==> config.mk <==
export PLATFORM = sky130hd
export DESIGN_NAME = uart_rs485_multidrop_control
export DESIGN_NICKNAME = d
export VERILOG_FILES = /design/src/logic/uart_rs485_multidrop_control.v
export VERILOG_INCLUDE_DIRS = /design/src /design/src/pkg
export SDC_FILE = /design/constraint.sdc
export NUM_CORES = 1
export LEC_CHECK = 0
export BUFFER_PORTS_ARGS = -buffer_cell sky130_fd_sc_hd__buf_2
export CAP_MARGIN = 40
export CORE_MARGIN = 3
export CORE_UTILIZATION = 35
export DETAILED_ROUTE_END_ITERATION = 10
export GPL_TIMING_DRIVEN = 1
export PLACE_DENSITY = 0.75
export SLEW_MARGIN = 20
export SYNTH_ARGS = -nofsm -noshare
export SYNTH_HDL_FRONTEND = slang
export SYNTH_SLANG_ARGS = --single-unit
==> constraint.sdc <==
create_clock -name clk_in -period 1.8 [get_ports clk_in]
set_input_delay 0.36 -clock clk_in [delete_from_list [all_inputs] [get_ports clk_in]]
set_output_delay 0.36 -clock clk_in [all_outputs]
set_load 0.005 [all_outputs]
==> src/pkg/multidrop_consts.vh <==
// Purpose: constants for the multidrop control block
// Assumes: 32-bit register word, full 32-bit byte addresses into the peripheral map
// Notes: register offsets are full byte addresses of the peripheral map
`ifndef MULTIDROP_CONSTS_VH
`define MULTIDROP_CONSTS_VH
`define ADDR_W 32
`define DATA_W 32
`define MATCH_W 8
`define OFS_MULTIDROP_CONTROL 32'h4000804C
`define OFS_STATION_ADDRESS_MATCH 32'h40008050
`define BIT_MULTIDROP_EN 0
`define BIT_RX_DISABLE 1
`define BIT_AUTO_ADDR_EN 2
`define BIT_DIR_PIN_SEL 3
`define BIT_DIR_CTRL_EN 4
`define BIT_DIR_INVERT 5
`define CTRL_W 6
`define CTRL_RESET 6'h00
`define MATCH_RESET 8'h00
`define PIN_IDLE 1'b1
`endif

==> src/logic/uart_rs485_multidrop_control.v <==
// Purpose: multidrop control, address match and direction control
// Assumes: receive and transmit events come from uart logic on clk_in
// Notes: outputs are registered; rx and read outputs follow their cause by one cycle, pins follow tx write/done by two
// Notes on behaviour
// - multidrop enable, auto mode off: address byte flags parity error and interrupt
// - receiver disable bit: 0 enabled, 1 disabled, resets to 0
// - auto address detect enable bit at position 2, resets to 0
// - pin select bit 3: 0 routes direction to rts, 1 to dtr
// - direction control enable turns automatic direction control on
// - polarity 0: pin low while data pending, high after last bit
// - polarity 1: pin high while data pending, low after last bit
// - match register holds 8-bit station address, reset 0x00
// - direction enable at bit 4, polarity invert at bit 5
// - multidrop, auto mode off, receiver disabled: drop data, store address and flag
// - auto mode match: store with ninth bit, clear disable, flag
// - auto mode mismatch while enabled: set disable, do not store
`timescale 1ns/10ps
`include "multidrop_consts.vh"
module uart_rs485_multidrop_control (
  input wire clk_in,
  input wire sys_rst_in,
  input wire bus_sel_in,
  input wire bus_write_in,
  input wire [`ADDR_W-1:0] bus_addr_in,
  input wire [31:0] bus_wdata_in,
  output reg [31:0] bus_rdata_out,
  input wire rx_byte_valid_in,
  input wire [7:0] rx_byte_in,
  input wire rx_ninth_in,
  output reg rx_push_out,
  output reg [8:0] rx_push_data_out,
  output reg rx_ready_irq_out,
  output reg parity_error_out,
  input wire tx_write_in,
  input wire tx_done_in,
  input wire rts_modem_in,
  input wire dtr_modem_in,
  output reg rts_pin_out,
  output reg dtr_pin_out
);

  reg [`CTRL_W-1:0] ctrl_q;
  reg [7:0] match_q;
  reg tx_busy_q;
  reg [`CTRL_W-1:0] ctrl_d;
  reg push_d;
  reg irq_d;
  reg perr_d;
  reg dir_level;
  wire wr_ctrl;
  wire wr_match;
  wire multidrop;
  wire auto_mode;
  wire is_addr;
  wire addr_hit;
  wire rts_dir;
  wire dtr_dir;

  // exact full-address match; anything else on the bus is ignored
  function reg_hit;
    input [`ADDR_W-1:0] addr;
    input [`ADDR_W-1:0] ofs;
    begin
      reg_hit = (addr == ofs);
    end
  endfunction

  // reserved bits read as zero so software never sees stale state
  function [`DATA_W-1:0] read_word;
    input [`ADDR_W-1:0] addr;
    input [`CTRL_W-1:0] ctrl;
    input [`MATCH_W-1:0] match;
    begin
      if (reg_hit(addr, `OFS_MULTIDROP_CONTROL)) begin
        read_word = {{(`DATA_W-`CTRL_W){1'b0}}, ctrl};
      end else if (reg_hit(addr, `OFS_STATION_ADDRESS_MATCH)) begin
        read_word = {{(`DATA_W-`MATCH_W){1'b0}}, match};
      end else begin
        read_word = {`DATA_W{1'b0}};
      end
    end
  endfunction

  // active level is low unless inverted
  function dir_drive;
    input busy;
    input invert;
    begin
      dir_drive = busy ? invert : ~invert;
    end
  endfunction

  // the chosen pin follows direction, the other keeps its modem level
  function pin_level;
    input use_dir;
    input dir;
    input modem;
    begin
      pin_level = use_dir ? dir : modem;
    end
  endfunction

  assign wr_ctrl = bus_sel_in & bus_write_in &
    reg_hit(bus_addr_in, `OFS_MULTIDROP_CONTROL);
  assign wr_match = bus_sel_in & bus_write_in &
    reg_hit(bus_addr_in, `OFS_STATION_ADDRESS_MATCH);
  assign multidrop = ctrl_q[`BIT_MULTIDROP_EN];
  // comparing needs both enables; auto bit alone does nothing
  assign auto_mode = multidrop & ctrl_q[`BIT_AUTO_ADDR_EN];
  assign rts_dir = ctrl_q[`BIT_DIR_CTRL_EN] & ~ctrl_q[`BIT_DIR_PIN_SEL];
  assign dtr_dir = ctrl_q[`BIT_DIR_CTRL_EN] & ctrl_q[`BIT_DIR_PIN_SEL];
  assign is_addr = rx_byte_valid_in & rx_ninth_in;
  assign addr_hit = (rx_byte_in == match_q);

  always @* begin
    ctrl_d = ctrl_q;
    push_d = 1'b0;
    irq_d = 1'b0;
    perr_d = 1'b0;
    if (wr_ctrl) begin
      ctrl_d = bus_wdata_in[`CTRL_W-1:0];
    end
    if (rx_byte_valid_in) begin
      if (!multidrop) begin
        push_d = ~ctrl_q[`BIT_RX_DISABLE];
        irq_d = push_d;
      end else if (auto_mode) begin
        if (is_addr && addr_hit) begin
          push_d = 1'b1;
          irq_d = 1'b1;
          // hardware clear wins over a same-cycle software write
          ctrl_d[`BIT_RX_DISABLE] = 1'b0;
        end else if (is_addr) begin
          ctrl_d[`BIT_RX_DISABLE] = 1'b1;
        end else begin
          push_d = ~ctrl_q[`BIT_RX_DISABLE];
          irq_d = push_d;
        end
      end else begin
        if (is_addr) begin
          push_d = 1'b1;
          irq_d = 1'b1;
          perr_d = 1'b1;
        end else begin
          push_d = ~ctrl_q[`BIT_RX_DISABLE];
          irq_d = push_d;
        end
      end
    end
    dir_level = dir_drive(tx_busy_q, ctrl_q[`BIT_DIR_INVERT]);
  end

  always @(posedge clk_in) begin
    if (sys_rst_in) begin
      ctrl_q <= `CTRL_RESET;
      match_q <= `MATCH_RESET;
      bus_rdata_out <= {`DATA_W{1'b0}};
    end else begin
      ctrl_q <= ctrl_d;
      if (wr_match) begin
        match_q <= bus_wdata_in[`MATCH_W-1:0];
      end
      // read data is registered, so it trails the address by one cycle
      bus_rdata_out <= read_word(bus_addr_in, ctrl_q, match_q);
    end
  end

  // a new write keeps the pin asserted even as the last byte ends
  always @(posedge clk_in) begin
    if (sys_rst_in) begin
      tx_busy_q <= 1'b0;
    end else if (tx_write_in) begin
      tx_busy_q <= 1'b1;
    end else if (tx_done_in) begin
      tx_busy_q <= 1'b0;
    end
  end

  always @(posedge clk_in) begin
    if (sys_rst_in) begin
      rx_push_out <= 1'b0;
      rx_push_data_out <= 9'h000;
      rx_ready_irq_out <= 1'b0;
      parity_error_out <= 1'b0;
    end else begin
      rx_push_out <= push_d;
      // ninth bit travels with the byte so software can tell addresses
      rx_push_data_out <= {rx_ninth_in, rx_byte_in};
      rx_ready_irq_out <= irq_d;
      parity_error_out <= perr_d;
    end
  end

  // direction takes precedence over modem control on the selected pin
  always @(posedge clk_in) begin
    if (sys_rst_in) begin
      rts_pin_out <= `PIN_IDLE;
      dtr_pin_out <= `PIN_IDLE;
    end else begin
      rts_pin_out <= pin_level(rts_dir, dir_level, rts_modem_in);
      dtr_pin_out <= pin_level(dtr_dir, dir_level, dtr_modem_in);
    end
  end

endmodule // uart_rs485_multidrop_control

After elaboration in Yosys (flattened, before gate mapping)

Cells that the tools add are included.

Flip-flop bits (word level): 60
Output and inout port bits: 46

Multiplexer cells: 19
Equality and inequality tests: 3
Bitwise operators: 13
Reduce and logical (&&, ||, !) cells: 6

Operator list:

| kind                                            | count |
|---|---|
| == test 32 x 31 -> 1 bit, second input constant | 2 |
| 2-to-1 mux 1 bit                                | 16 |
| 2-to-1 mux 6 bit                                | 2 |
| == test 8 bit                                   | 1 |
| AND 1 bit                                       | 7 |
| NOT 1 bit                                       | 6 |
| OR reduction 2 bit                              | 2 |
| OR reduction 4 bit                              | 1 |
| OR reduction 3 bit                              | 1 |
| 2-to-1 mux 2 bit                                | 1 |
| nonzero test 2 bit                              | 1 |
| logical AND 1 bit                               | 1 |

Longest topological paths before layout

Gate-level depths: netlist of the first run.

Depth after elaboration: 8
Depth in mapped cells: 5

Least setup slack after synthesis of the first run

OpenSTA, ideal clock, no wires.

Path type: in2reg
Start: input port bus_addr_in[20]
End: register match_q[0]
Required time: 1.671 ns
Stages: 5
Arrival: 1.722 ns
Slack: -0.051 ns
Cells stage by stage: nor4_1 > nand4_1 > nor4_4 > mux2i_1 > nor2_2

Longest elaborated chain between the ends: 2

Ends and longest elaborated chain:

| what                     | line                               | source |
|---|---|---|
| start: declaration       | uart_rs485_multidrop_control.v:24  | `` input wire [`ADDR_W-1:0] bus_addr_in, `` |
| == test 32 x 31 -> 1 bit | uart_rs485_multidrop_control.v:64  | `reg_hit = (addr == ofs);` |
| AND 1 bit                | uart_rs485_multidrop_control.v:105 | `assign wr_match = bus_sel_in & bus_write_in &` |
| end signal: assignment   | uart_rs485_multidrop_control.v:156 | `` match_q <= `MATCH_RESET; `` |
| end signal: assignment   | uart_rs485_multidrop_control.v:161 | `` match_q <= bus_wdata_in[`MATCH_W-1:0]; `` |
| end: declaration         | uart_rs485_multidrop_control.v:43  | `reg [7:0] match_q;` |

Every way passes these cells.
A chain may end at the register's enable or synchronous reset.

Final worst setup path of the first run

Start: input port bus_addr_in[13]
End: register ctrl_q[4]

Longest elaborated chain between the ends: 2

Ends and longest elaborated chain:

| what                     | line                               | source |
|---|---|---|
| == test 32 x 31 -> 1 bit | uart_rs485_multidrop_control.v:64  |  |
| AND 1 bit                | uart_rs485_multidrop_control.v:103 | `assign wr_ctrl = bus_sel_in & bus_write_in &` |
| end signal: assignment   | uart_rs485_multidrop_control.v:155 | `` ctrl_q <= `CTRL_RESET; `` |
| end signal: assignment   | uart_rs485_multidrop_control.v:159 | `ctrl_q <= ctrl_d;` |
| end: declaration         | uart_rs485_multidrop_control.v:42  | `` reg [`CTRL_W-1:0] ctrl_q; `` |

Every way passes these cells.

==> results.toml, run 1 <==
[synth]
synth_top_area_cell = "dfxtp_1"
ys_dominant_reg_cell = "dfxtp_1"
synth_area_per_cell_um2 = 10.45
synth_edf_count = 0
ys_warn_count = 0
synth_most_common_cell = "dfxtp_1"
yosys-top-cells-count = "36 x dfxtp_1, 25 x buf_4, 14 x mux2i_1, 14 x nor2_1"
netlist_instances = 158
synth_cell_types = 27
yosys.area.top_type_share_pct = 43.67
synthesis.area_mm2 = 0.001650
ys_seq_area_share_pct = 43.67
synth_seq_cells = 36
synthArstFlopShare_pct = 0
synthTopCellsByArea = "dfxtp_1 44%, buf_4 11%, mux2i_1 8.5%, xor2_1 4.8%, nor4_4 3.9%"

[global_route]
grt_use_total_pct = 12.52
grt.overflow.total = 0
antenna_found_initial = 0
grt_pass1_vias = 1279
grt_max_degree = 30
grt_first_pass_wirelength_um = 5285

[drt]
drtIter0Drc = 23
post_drt_wl_per_cell_um = 11.83
num_vias = 1321
wl_um = 3560
vias_per_cell = 4.389
dr.pass1.iters = 4
post-route-drc-count = 0
ant_nets = 0

[clock_network]
clk_pin_slew_worst_paths_ps = 70
postCtsSetupBuffers = 0
root_buffer = "clkbuf_8"
numCtsBuffers = 5
cts_max_path_buffers = 2
cts-htree-levels = 2
clkSinkCount = 36
clkLatencyLatePin_ps = 280
cts_resized = 0
hold_buffers = 0
cts_tree = "built"

[sta]
period_minus_slack_ps = 1599
setup_viol = 0
hold_viol = 0
rsz0062_at_grt = "false"
setup_ws_ps = 201.4
slew_violations = 0
timing.fmax_mhz = 625.6
fin_crit_sh_pct = 88.81
fin_worst_skew_ps = 10.37
fin_tns_setup_ps = 0

[job]
maxCapViolations = 0

[worst_setup_path]
worst-path-stages = 7
critPathMaxStageDelay_ps = 330
crit_fanout = 6
crit_family = "simple AND/OR/NAND/NOR gates"
r2r_cells = 4
crit_chain = "buf_2 > nor4_4 > nand4_4 > nor4_4 > buf_4 > mux2i_1 > nor2_1"
cp_data_required_time_ps = 1960
crit_arrival_ps = 1760
cp_num_buf_inv = 2
crit_path_end_kind = "flip-flop"
cpMaxStageDelayCell = "nor4_4"
cp_common_cell = "nor4_4"
startpoint_type = "input port"
critPathKind = "input port to flip-flop"

[die]
fp-row-count = 24
start_util_pct = 37.13
die_w_um = 74.67
coreArea_mm2 = 0.004444
die_h_um = 74.67
dieArea_mm2 = 0.005575
io_pins = 128

[power]
pwr-share-comb_pct = 10.5
power.internal_mw = 1.166
pwr-share-clk_pct = 35.6
seqPwrFrac_pct = 54.0
switching_power_mw = 0.3461
p_per_area_mw_per_mm2 = 699.4
switching_share_pct = 22.89
ir_drop_uv = 277.3
p_leak_nw = 1.043

[placement]
place_area_mm2 = 0.002077
hpwl_um = 3013
numPortBuffers = 79
pre_cts_ws_ps = -113.6
place.gp.congestion = 0.7292

[worst_hold_path]
whs_path_depth = 2
min_path_type = "input port to flip-flop"

[finish]
drive_gt1_share_pct = 42.97
n_antenna_cell = 0
fin_util_pct = 48.65
fin_nets = 330
final_area_mm2 = 0.002162
area_delta_synth_final_pct = 31.01

[run_status]
outcome = "complete, no violations"
[layout by cell type (no fill, tap or decap)]
master / Yosys / final
mux2i_1: 14 / 14
clkbuf_8: 0 / 5
nand3_1: 1 / 1
nor4_1: 4 / 3
buf_2: 0 / 79
nor2_1: 14 / 14
xor2_1: 9 / 9
nor4b_4: 2 / 2
inv_1: 2 / 2
nor3_2: 0 / 1
a211o_1: 2 / 2
clkinv_4: 0 / 1
nor3_1: 5 / 4
and2_1: 2 / 2
buf_4: 25 / 9
dfxtp_1: 36 / 36
nand4_4: 1 / 1
nor4b_2: 1 / 1
nand2_1: 3 / 3
nand2b_1: 2 / 2
nor4_4: 3 / 3
nor4_2: 0 / 1
a21oi_1: 2 / 2
a2111oi_0: 1 / 1
conb_1: 1 / 24
nand4_1: 3 / 3
nor2_2: 4 / 4
nor2b_1: 9 / 9
a22o_1: 6 / 6
nand3b_1: 2 / 2
o21ai_1: 1 / 1
clkbuf_1: 3 / 2
[layer usage]
layer / vias to the layer above / wire length [um] / GRT usage [%]
li1: 673 / - / -
met1: 579 / 1374 / 12.76
met2: 67 / 1802 / 23.71
met3: 2 / 356 / 4.139
met4: 0 / 27 / 4.348
met5: - / 0 / 0
[area by class of cell]
class	count	area (um^2)
fillers	435	2282
repair buffers	88	462.9
clock buffers	7	76.32
inverters	2	7.507
multi-input cells	115	820.8
flip-flops and latches	36	720.7
well taps	52	65.06
clock inverters	1	8.758
[worst paths after layout]
path,startpoint,endpoint,slack (ps)
max,bus_addr_in[13],ctrl_q[4]$_SDFFE_PP0N_,200
min,dtr_modem_in,dtr_pin_out$_SDFF_PP1_,290
max reg2reg,match_q[7]$_SDFFE_PP0P_,rx_ready_irq_out$_SDFF_PP0_,370
min reg2reg,ctrl_q[1]$_SDFF_PP0_,rx_ready_irq_out$_SDFF_PP0_,480
[registers in the layout, summed over array words and instances (netlist names)]
| name | flops |
|---|---|
| ctrl_q | 6 |
| match_q | 8 |
| parity_error_out | 1 |
| rx_push_data_out | 9 |
| dir_drive.busy | 1 |
| dtr_pin_out | 1 |
| rx_ready_irq_out | 1 |
| rts_pin_out | 1 |
| bus_rdata_out | 8 |
[cell families after synthesis]
kind of cell | after synthesis | share of synthesized area, %
and+or+nand+nor | 56 | 24.64
DFF | 36 | 43.67
buffers and inverters | 30 | 12.51
muxes | 14 | 8.491
AOI/OAI and AO/OA | 12 | 5.686
xor gates and xnor gates | 9 | 4.777
other | 1 | 0.2272
[power groups by stage]
stage,logic (mW),registers [mW],clock network [mW]
final,0.158,0.816,0.538
after global routing,0.176,0.817,0.584
after CTS,0.159,0.816,0.552
after detailed placement,0.159,0.834,0
after global placement,0.155,0.834,0
after floorplan,0.0950,0.837,0
[through the flow]
step | total power [mW] | cells | hold WS, ps
floorplan | 0.9317 | 181 | 444.0
global placement | 0.9888 | 293 | 480.1
detailed placement | 0.9928 | 293 | 478.8
CTS | 1.527 | 301 | 279.7
global route | 1.577 | 301 | 280.0
finish | 1.512 | 301 | 285.3
Power figures use the tool's default switching activity.
==> inputs of run 2 (changes only) <==
Settings changed: ABC_AREA set to 1, CORE_UTILIZATION 35 to 38, PLACE_DENSITY 0.75 to unset, PLACE_DENSITY_LB_ADDON set to 0.2.
==> run 2 against run 1 <==
Compared with the run above: clock-buffer cell count stayed put; largest power group unchanged; global-route usage rose by 1.3 points; non-clock buffer count fell by 9; sequential share of layout area shrank 3.6 points; critical path type unchanged; total power is 16% higher; routed wire length is 16% higher.
==> results.toml, run 2 <==
[synth]
synth_area_per_cell_um2 = 6.404
ys_warn_count = 0
synth_cell_types = 22
yosys.area.top_type_share_pct = 37.02
ys_dominant_reg_cell = "dfxtp_1"
synthesis.area_mm2 = 0.001947
ys_seq_area_share_pct = 37.02
yosys-top-cells-count = "80 x nor2_1, 76 x nand2_1, 40 x inv_1, 36 x dfxtp_1, 26 x buf_4"
synth_edf_count = 0
synthArstFlopShare_pct = 0
synth_top_area_cell = "dfxtp_1"
synth_seq_cells = 36
synth_most_common_cell = "nor2_1"
synthTopCellsByArea = "dfxtp_1 37%, nor2_1 15%, nand2_1 15%, buf_4 10%, inv_1 7.7%"
netlist_instances = 304

[worst_hold_path]
min_path_type = "input port to flip-flop"

[sta]
fin_worst_skew_ps = 8.157
slew_violations = 0
hold_viol = 0
rsz0062_at_grt = "false"
fin_tns_setup_ps = 0
fin_crit_sh_pct = 69.13
setup_ws_ps = 555.6
timing.fmax_mhz = 803.6
setup_viol = 0
period_minus_slack_ps = 1244

[drt]
drtIter0Drc = 73
wl_um = 4147
vias_per_cell = 4.188
post_drt_wl_per_cell_um = 9.175
post-route-drc-count = 0
num_vias = 1893
ant_nets = 0
dr.pass1.iters = 4

[clock_network]
cts_max_path_buffers = 2
hold_buffers = 0
clk_pin_slew_worst_paths_ps = 70
clkLatencyLatePin_ps = 290
cts_resized = 0
clkSinkCount = 36
root_buffer = "clkbuf_8"
numCtsBuffers = 5
cts_tree = "built"
cts-htree-levels = 2
postCtsSetupBuffers = 0

[run_status]
outcome = "complete, no violations"

[finish]
final_cell_mix = "80 x nor2_1, 79 x buf_2, 76 x nand2_1"
nFillCells = 522
final_common_cell = "nor2_1"
fin_nets = 466
largest_reg_flops = 9
seq_area_um2 = 720.7
multi_input_area_um2 = 944.7
largest-register = "rx_push_data_out"
instances_no_fill = 452
reg.largest.list = "rx_push_data_out x9, bus_rdata_out x8, match_q x8"
drive_gt1_share_pct = 25.45
area_delta_synth_final_pct = 24.55
n_antenna_cell = 0

[die]
dieArea_mm2 = 0.006018
coreArea_mm2 = 0.004848
io_pins = 128
die_w_um = 77.58
fp-row-count = 25
start_util_pct = 40.15
die_h_um = 77.58

[job]
maxCapViolations = 0

[power]
p_per_area_mw_per_mm2 = 725.8
ir_drop_uv = 331.3
power_mw = 1.760
p_leak_nw = 1.345

[placement]
place.gp.congestion = 0.8421
hpwl_um = 3412
numPortBuffers = 79
post-place-cells = 444
pre_cts_ws_ps = 257.1

[worst_setup_path]
crit_fanout = 7
crit_path_end_kind = "flip-flop"
cp_data_required_time_ps = 2020
startpoint_type = "input port"
critPathKind = "input port to flip-flop"
crit_arrival_ps = 1460

[global_route]
grt_max_degree = 17
grt_first_pass_wirelength_um = 6782
grt_pass1_vias = 1633
grt.overflow.total = 0
antenna_found_initial = 0
grt_use_total_pct = 13.87
==> run 2: changes by cell type after synthesis, sizes merged, moves of 14 or more <==
cell,previous run,this run
nand3,1,18
nor2,18,83
nand2,3,80
inv,2,41
mux2i,14,0
==> run 2: worst paths after layout <==
| check | startpoint | to | slack [ps] | depth (start not counted) |
|---|---|---|---|---|
| worst max register to register | match_q[1]$_SDFFE_PP0P_ | ctrl_q[1]$_SDFF_PP0_ | 790 | 7 |
| worst min register to register | ctrl_q[2]$_SDFFE_PP0N_ | bus_rdata_out[2]$_SDFF_PP0_ | 480 | 2 |
| worst max-delay path | bus_addr_in[30] | bus_rdata_out[7]$_SDFF_PP0_ | 560 | 10 |
| worst min-delay path | tx_write_in | dir_drive.busy$_SDFFE_PP0P_ | 270 | 3 |
==> run 2: area by class of cell <==
cell class / count / share of cell area, %
clock buffer: 7 / 3.973
inverter: 41 / 6.347
tap: 67 / 3.457
clock inverter: 1 / 1.238
multi-input combinational: 221 / 38.96
timing repair buffer: 79 / 16.31
sequential: 36 / 29.72
==> run 2: metrics by stage <==
stage          util (%)  area, um^2  hold slack, ps
2_1_floorplan         -        2033           442.7
3_3_place_gp      47.41        2298           465.9
3_5_place_dp      47.41        2298           466.4
4_1_cts           50.01        2425           273.1
5_1_grt           50.01        2425           292.6
6_report          50.01        2425           273.3
==> run 2: cell families after synthesis <==
kind of cell | synth area share, %
AOI/OAI and AO/OA | 1.028
xor gates and xnor gates | 0.4500
buffers and inverters | 18.89
DFF | 37.02
other | 0.1926
and+or+nand+nor | 42.42
==> run 2: report_power, final <==
part           internal (mW)  switching, mW  total [mW]
combinational         0.0817         0.0982       0.180
clock                  0.489          0.276       0.765
sequential             0.812        0.00369       0.816
==> run 2: critical path, stage by stage <==
cell and delay, ps:
buf_2 90, inv_1 60, nor2_1 40, nand2_1 50
nor2_1 50, nand2_2 100, nor2_1 90, nor2_1 340
nand2_1 170, nor2_1 120
==> run 2: metal layers <==
| metal | share of wire [%] | vias to the layer above | track usage, % |
|---|---|---|---|
| li1 | - | 1016 | - |
| met4 | 1.5 | 0 | 4.804 |
| met5 | 0 | - | 0 |
| met1 | 44 | 803 | 16.46 |
| met2 | 46 | 69 | 23.92 |
| met3 | 8.3 | 5 | 3.828 |
==> inputs of run 3 (changes only) <==
Clock period 1.8 ns to 1.11 ns, I/O delays scaled along.
==> run 3 against run 2 <==
Compared with the run above: first-iteration DRC count is 23% higher; flip-flop and latch count did not move; sequential power rose by 62%; worst hold slack lost 130 ps; non-clock buffer count up 10; combinational power is 93% higher; clock-buffer cell count did not move; die area unchanged; via count up 3.8%; utilization increased by 4.1 points; routed wire length increased by 11%.
==> results.toml, run 3 (same netlist as run 2, synthesis figures left out) <==
[worst_setup_path]
crit_arrival_ps = 1220
crit_path_end_kind = "flip-flop"
critPathKind = "flip-flop to flip-flop"
critPathMaxStageDelay_ps = 340
crit_family = "simple AND/OR/NAND/NOR gates"
cp_data_required_time_ps = 1290
cp_common_cell = "nand2_1"
r2r-end = "ctrl_q[1]$_SDFF_PP0_"
crit_chain = "inv_1 > nand2_1 > nand4_1 > nor2_1 > nand2_1 > nand3_2 > nand2_1"
startpoint_type = "flip-flop"
cp_num_buf_inv = 1
r2r_slack_ps = 80
r2r_cells = 7
cpMaxStageDelayCell = "dfxtp_2"
crit_fanout = 3
reg2reg_from = "match_q[4]$_SDFFE_PP0P_"

[sta]
hold_ws_ps = 138.4
fin_crit_sh_pct = 92.92
period_minus_slack_ps = 1031
slew_violations = 0
setup_viol = 0
hold_viol = 0
timing.fmax_mhz = 969.5
rsz0062_at_grt = "true"
fin_worst_skew_ps = 2.962

[die]
dieArea_mm2 = 0.006018
coreArea_mm2 = 0.004848
io_pins = 128
die_w_um = 77.58
start_util_pct = 40.15
die_h_um = 77.58
fp-row-count = 25

[power]
p_leak_nw = 1.414
p_per_area_mw_per_mm2 = 1016
switching_share_pct = 23.96
ir_drop_uv = 578.0
switching_power_mw = 0.6391
seqPwrFrac_pct = 49.6
pwr-share-comb_pct = 13.0
pwr-share-clk_pct = 37.4
power_mw = 2.668
power.internal_mw = 2.029

[drt]
dr.pass1.iters = 4
drtIter0Drc = 90
wl_um = 4602
vias_per_cell = 4.253
post-route-drc-count = 0
num_vias = 1965
post_drt_wl_per_cell_um = 9.961
ant_nets = 0

[finish]
multi_input_area_mm2 = 0.001060
n_antenna_cell = 0
nFillCells = 503
largest_reg_flops = 9
area_delta_synth_final_pct = 34.83
final_common_cell = "buf_2"
drive_gt1_share_pct = 37.22
fin_util_pct = 54.14
final_cell_mix = "76 x buf_2, 69 x nand2_1, 66 x nor2_1"
largest-register = "rx_push_data_out"
reg.largest.list = "rx_push_data_out x9, bus_rdata_out x8, match_q x8"
seq_area_um2 = 729.5
fin_nets = 477

[global_route]
grt_max_degree = 17
use_met2_pct = 26.77
grt.overflow.total = 0
use_met1_pct = 16.98
met3_usage_pct = 3.944
grt_pass1_vias = 1760
grt_use_total_pct = 14.90
grt_first_pass_wirelength_um = 7293
antenna_found_initial = 0
busiest_layer = "met2"

[worst_hold_path]
min_path_type = "input port to flip-flop"
hold_start = "tx_write_in"
hold-path-endpoint = "dir_drive.busy$_SDFFE_PP0P_"
whs_path_depth = 3

[placement]
hpwl_um = 3696
numPortBuffers = 79
place.gp.congestion = 0.7860

[clock_network]
hold_buffers = 0
clkSinkCount = 36
clkLatencyLatePin_ps = 280
cts_max_path_buffers = 2
cts_tree = "built"
numCtsBuffers = 5
cts-htree-levels = 2
clk_pin_slew_worst_paths_ps = 70
root_buffer = "clkbuf_8"

[job]
maxCapViolations = 0

[run_status]
outcome = "complete, no violations"
==> run 3: cell count changes in the layout (fill, tap and decap cells not counted), sizes merged <==
cell    change
bufinv      -1
nand3       +1
buf        +10
==> run 3: metrics by stage <==
step	area [um^2]	instances	setup TNS, ps	setup slack, ps
floorplan	2056	327	-70.27	-14.54
global placement	2381	452	-4356	-237.4
detailed placement	2381	452	-4725	-256.0
CTS	2477	459	0	13.21
global route	2625	462	-35.38	-17.74
finish	2625	462	0	78.58
==> run 3: worst min-delay path: stages <==
cell and delay (ps):
buf_2 70, a21oi_1 30, nor2_1 60
==> run 3: power by group through the flow <==
| stage | Clock [mW] | Combinational, mW | Sequential (mW) |
|---|---|---|---|
| finish | 0.998 | 0.347 | 1.32 |
| global route | 1.07 | 0.388 | 1.32 |
| CTS | 1.02 | 0.323 | 1.32 |
| detailed placement | 0 | 0.322 | 1.35 |
| global placement | 0 | 0.319 | 1.35 |
| floorplan | 0 | 0.200 | 1.36 |
==> run 3: how the worst max path moves through the flow <==
stage          depth (start not counted)  slack, ps                           to                    start
2_1_floorplan                          9        -10      match_q[1]$_SDFFE_PP0P_           bus_addr_in[7]
3_3_place_gp                           8       -240  bus_rdata_out[6]$_SDFF_PP0_           bus_addr_in[7]
3_5_place_dp                           9       -260      match_q[7]$_SDFFE_PP0P_           bus_addr_in[7]
4_1_cts                                7         10         ctrl_q[1]$_SDFF_PP0_  match_q[4]$_SDFFE_PP0P_
5_1_grt                                9        -20  bus_rdata_out[2]$_SDFF_PP0_          bus_addr_in[25]
6_report                               7         80         ctrl_q[1]$_SDFF_PP0_  match_q[4]$_SDFFE_PP0P_
==> run 3: what timing repair did <==
item | in CTS | in global routing
setup buffers | 0 | 2
gates resized for setup | 0 | 45
setup endpoints to repair | 0 | 23
==> run 3: area by class of cell <==
type | instances | area share (%)
Inverter | 41 | 6.339
Timing Repair Buffer | 89 | 18.64
Clock buffer | 7 | 3.670
Sequential cell | 36 | 27.79
Multi-Input combinational cell | 222 | 40.37
Tap cell | 67 | 3.194
==> run 3: per-layer routing <==
metal | up-vias | routed length, um
li1 | 1042 | -
met1 | 841 | 1904
met2 | 76 | 2227
met3 | 6 | 405
met4 | 0 | 64
met5 | - | 0
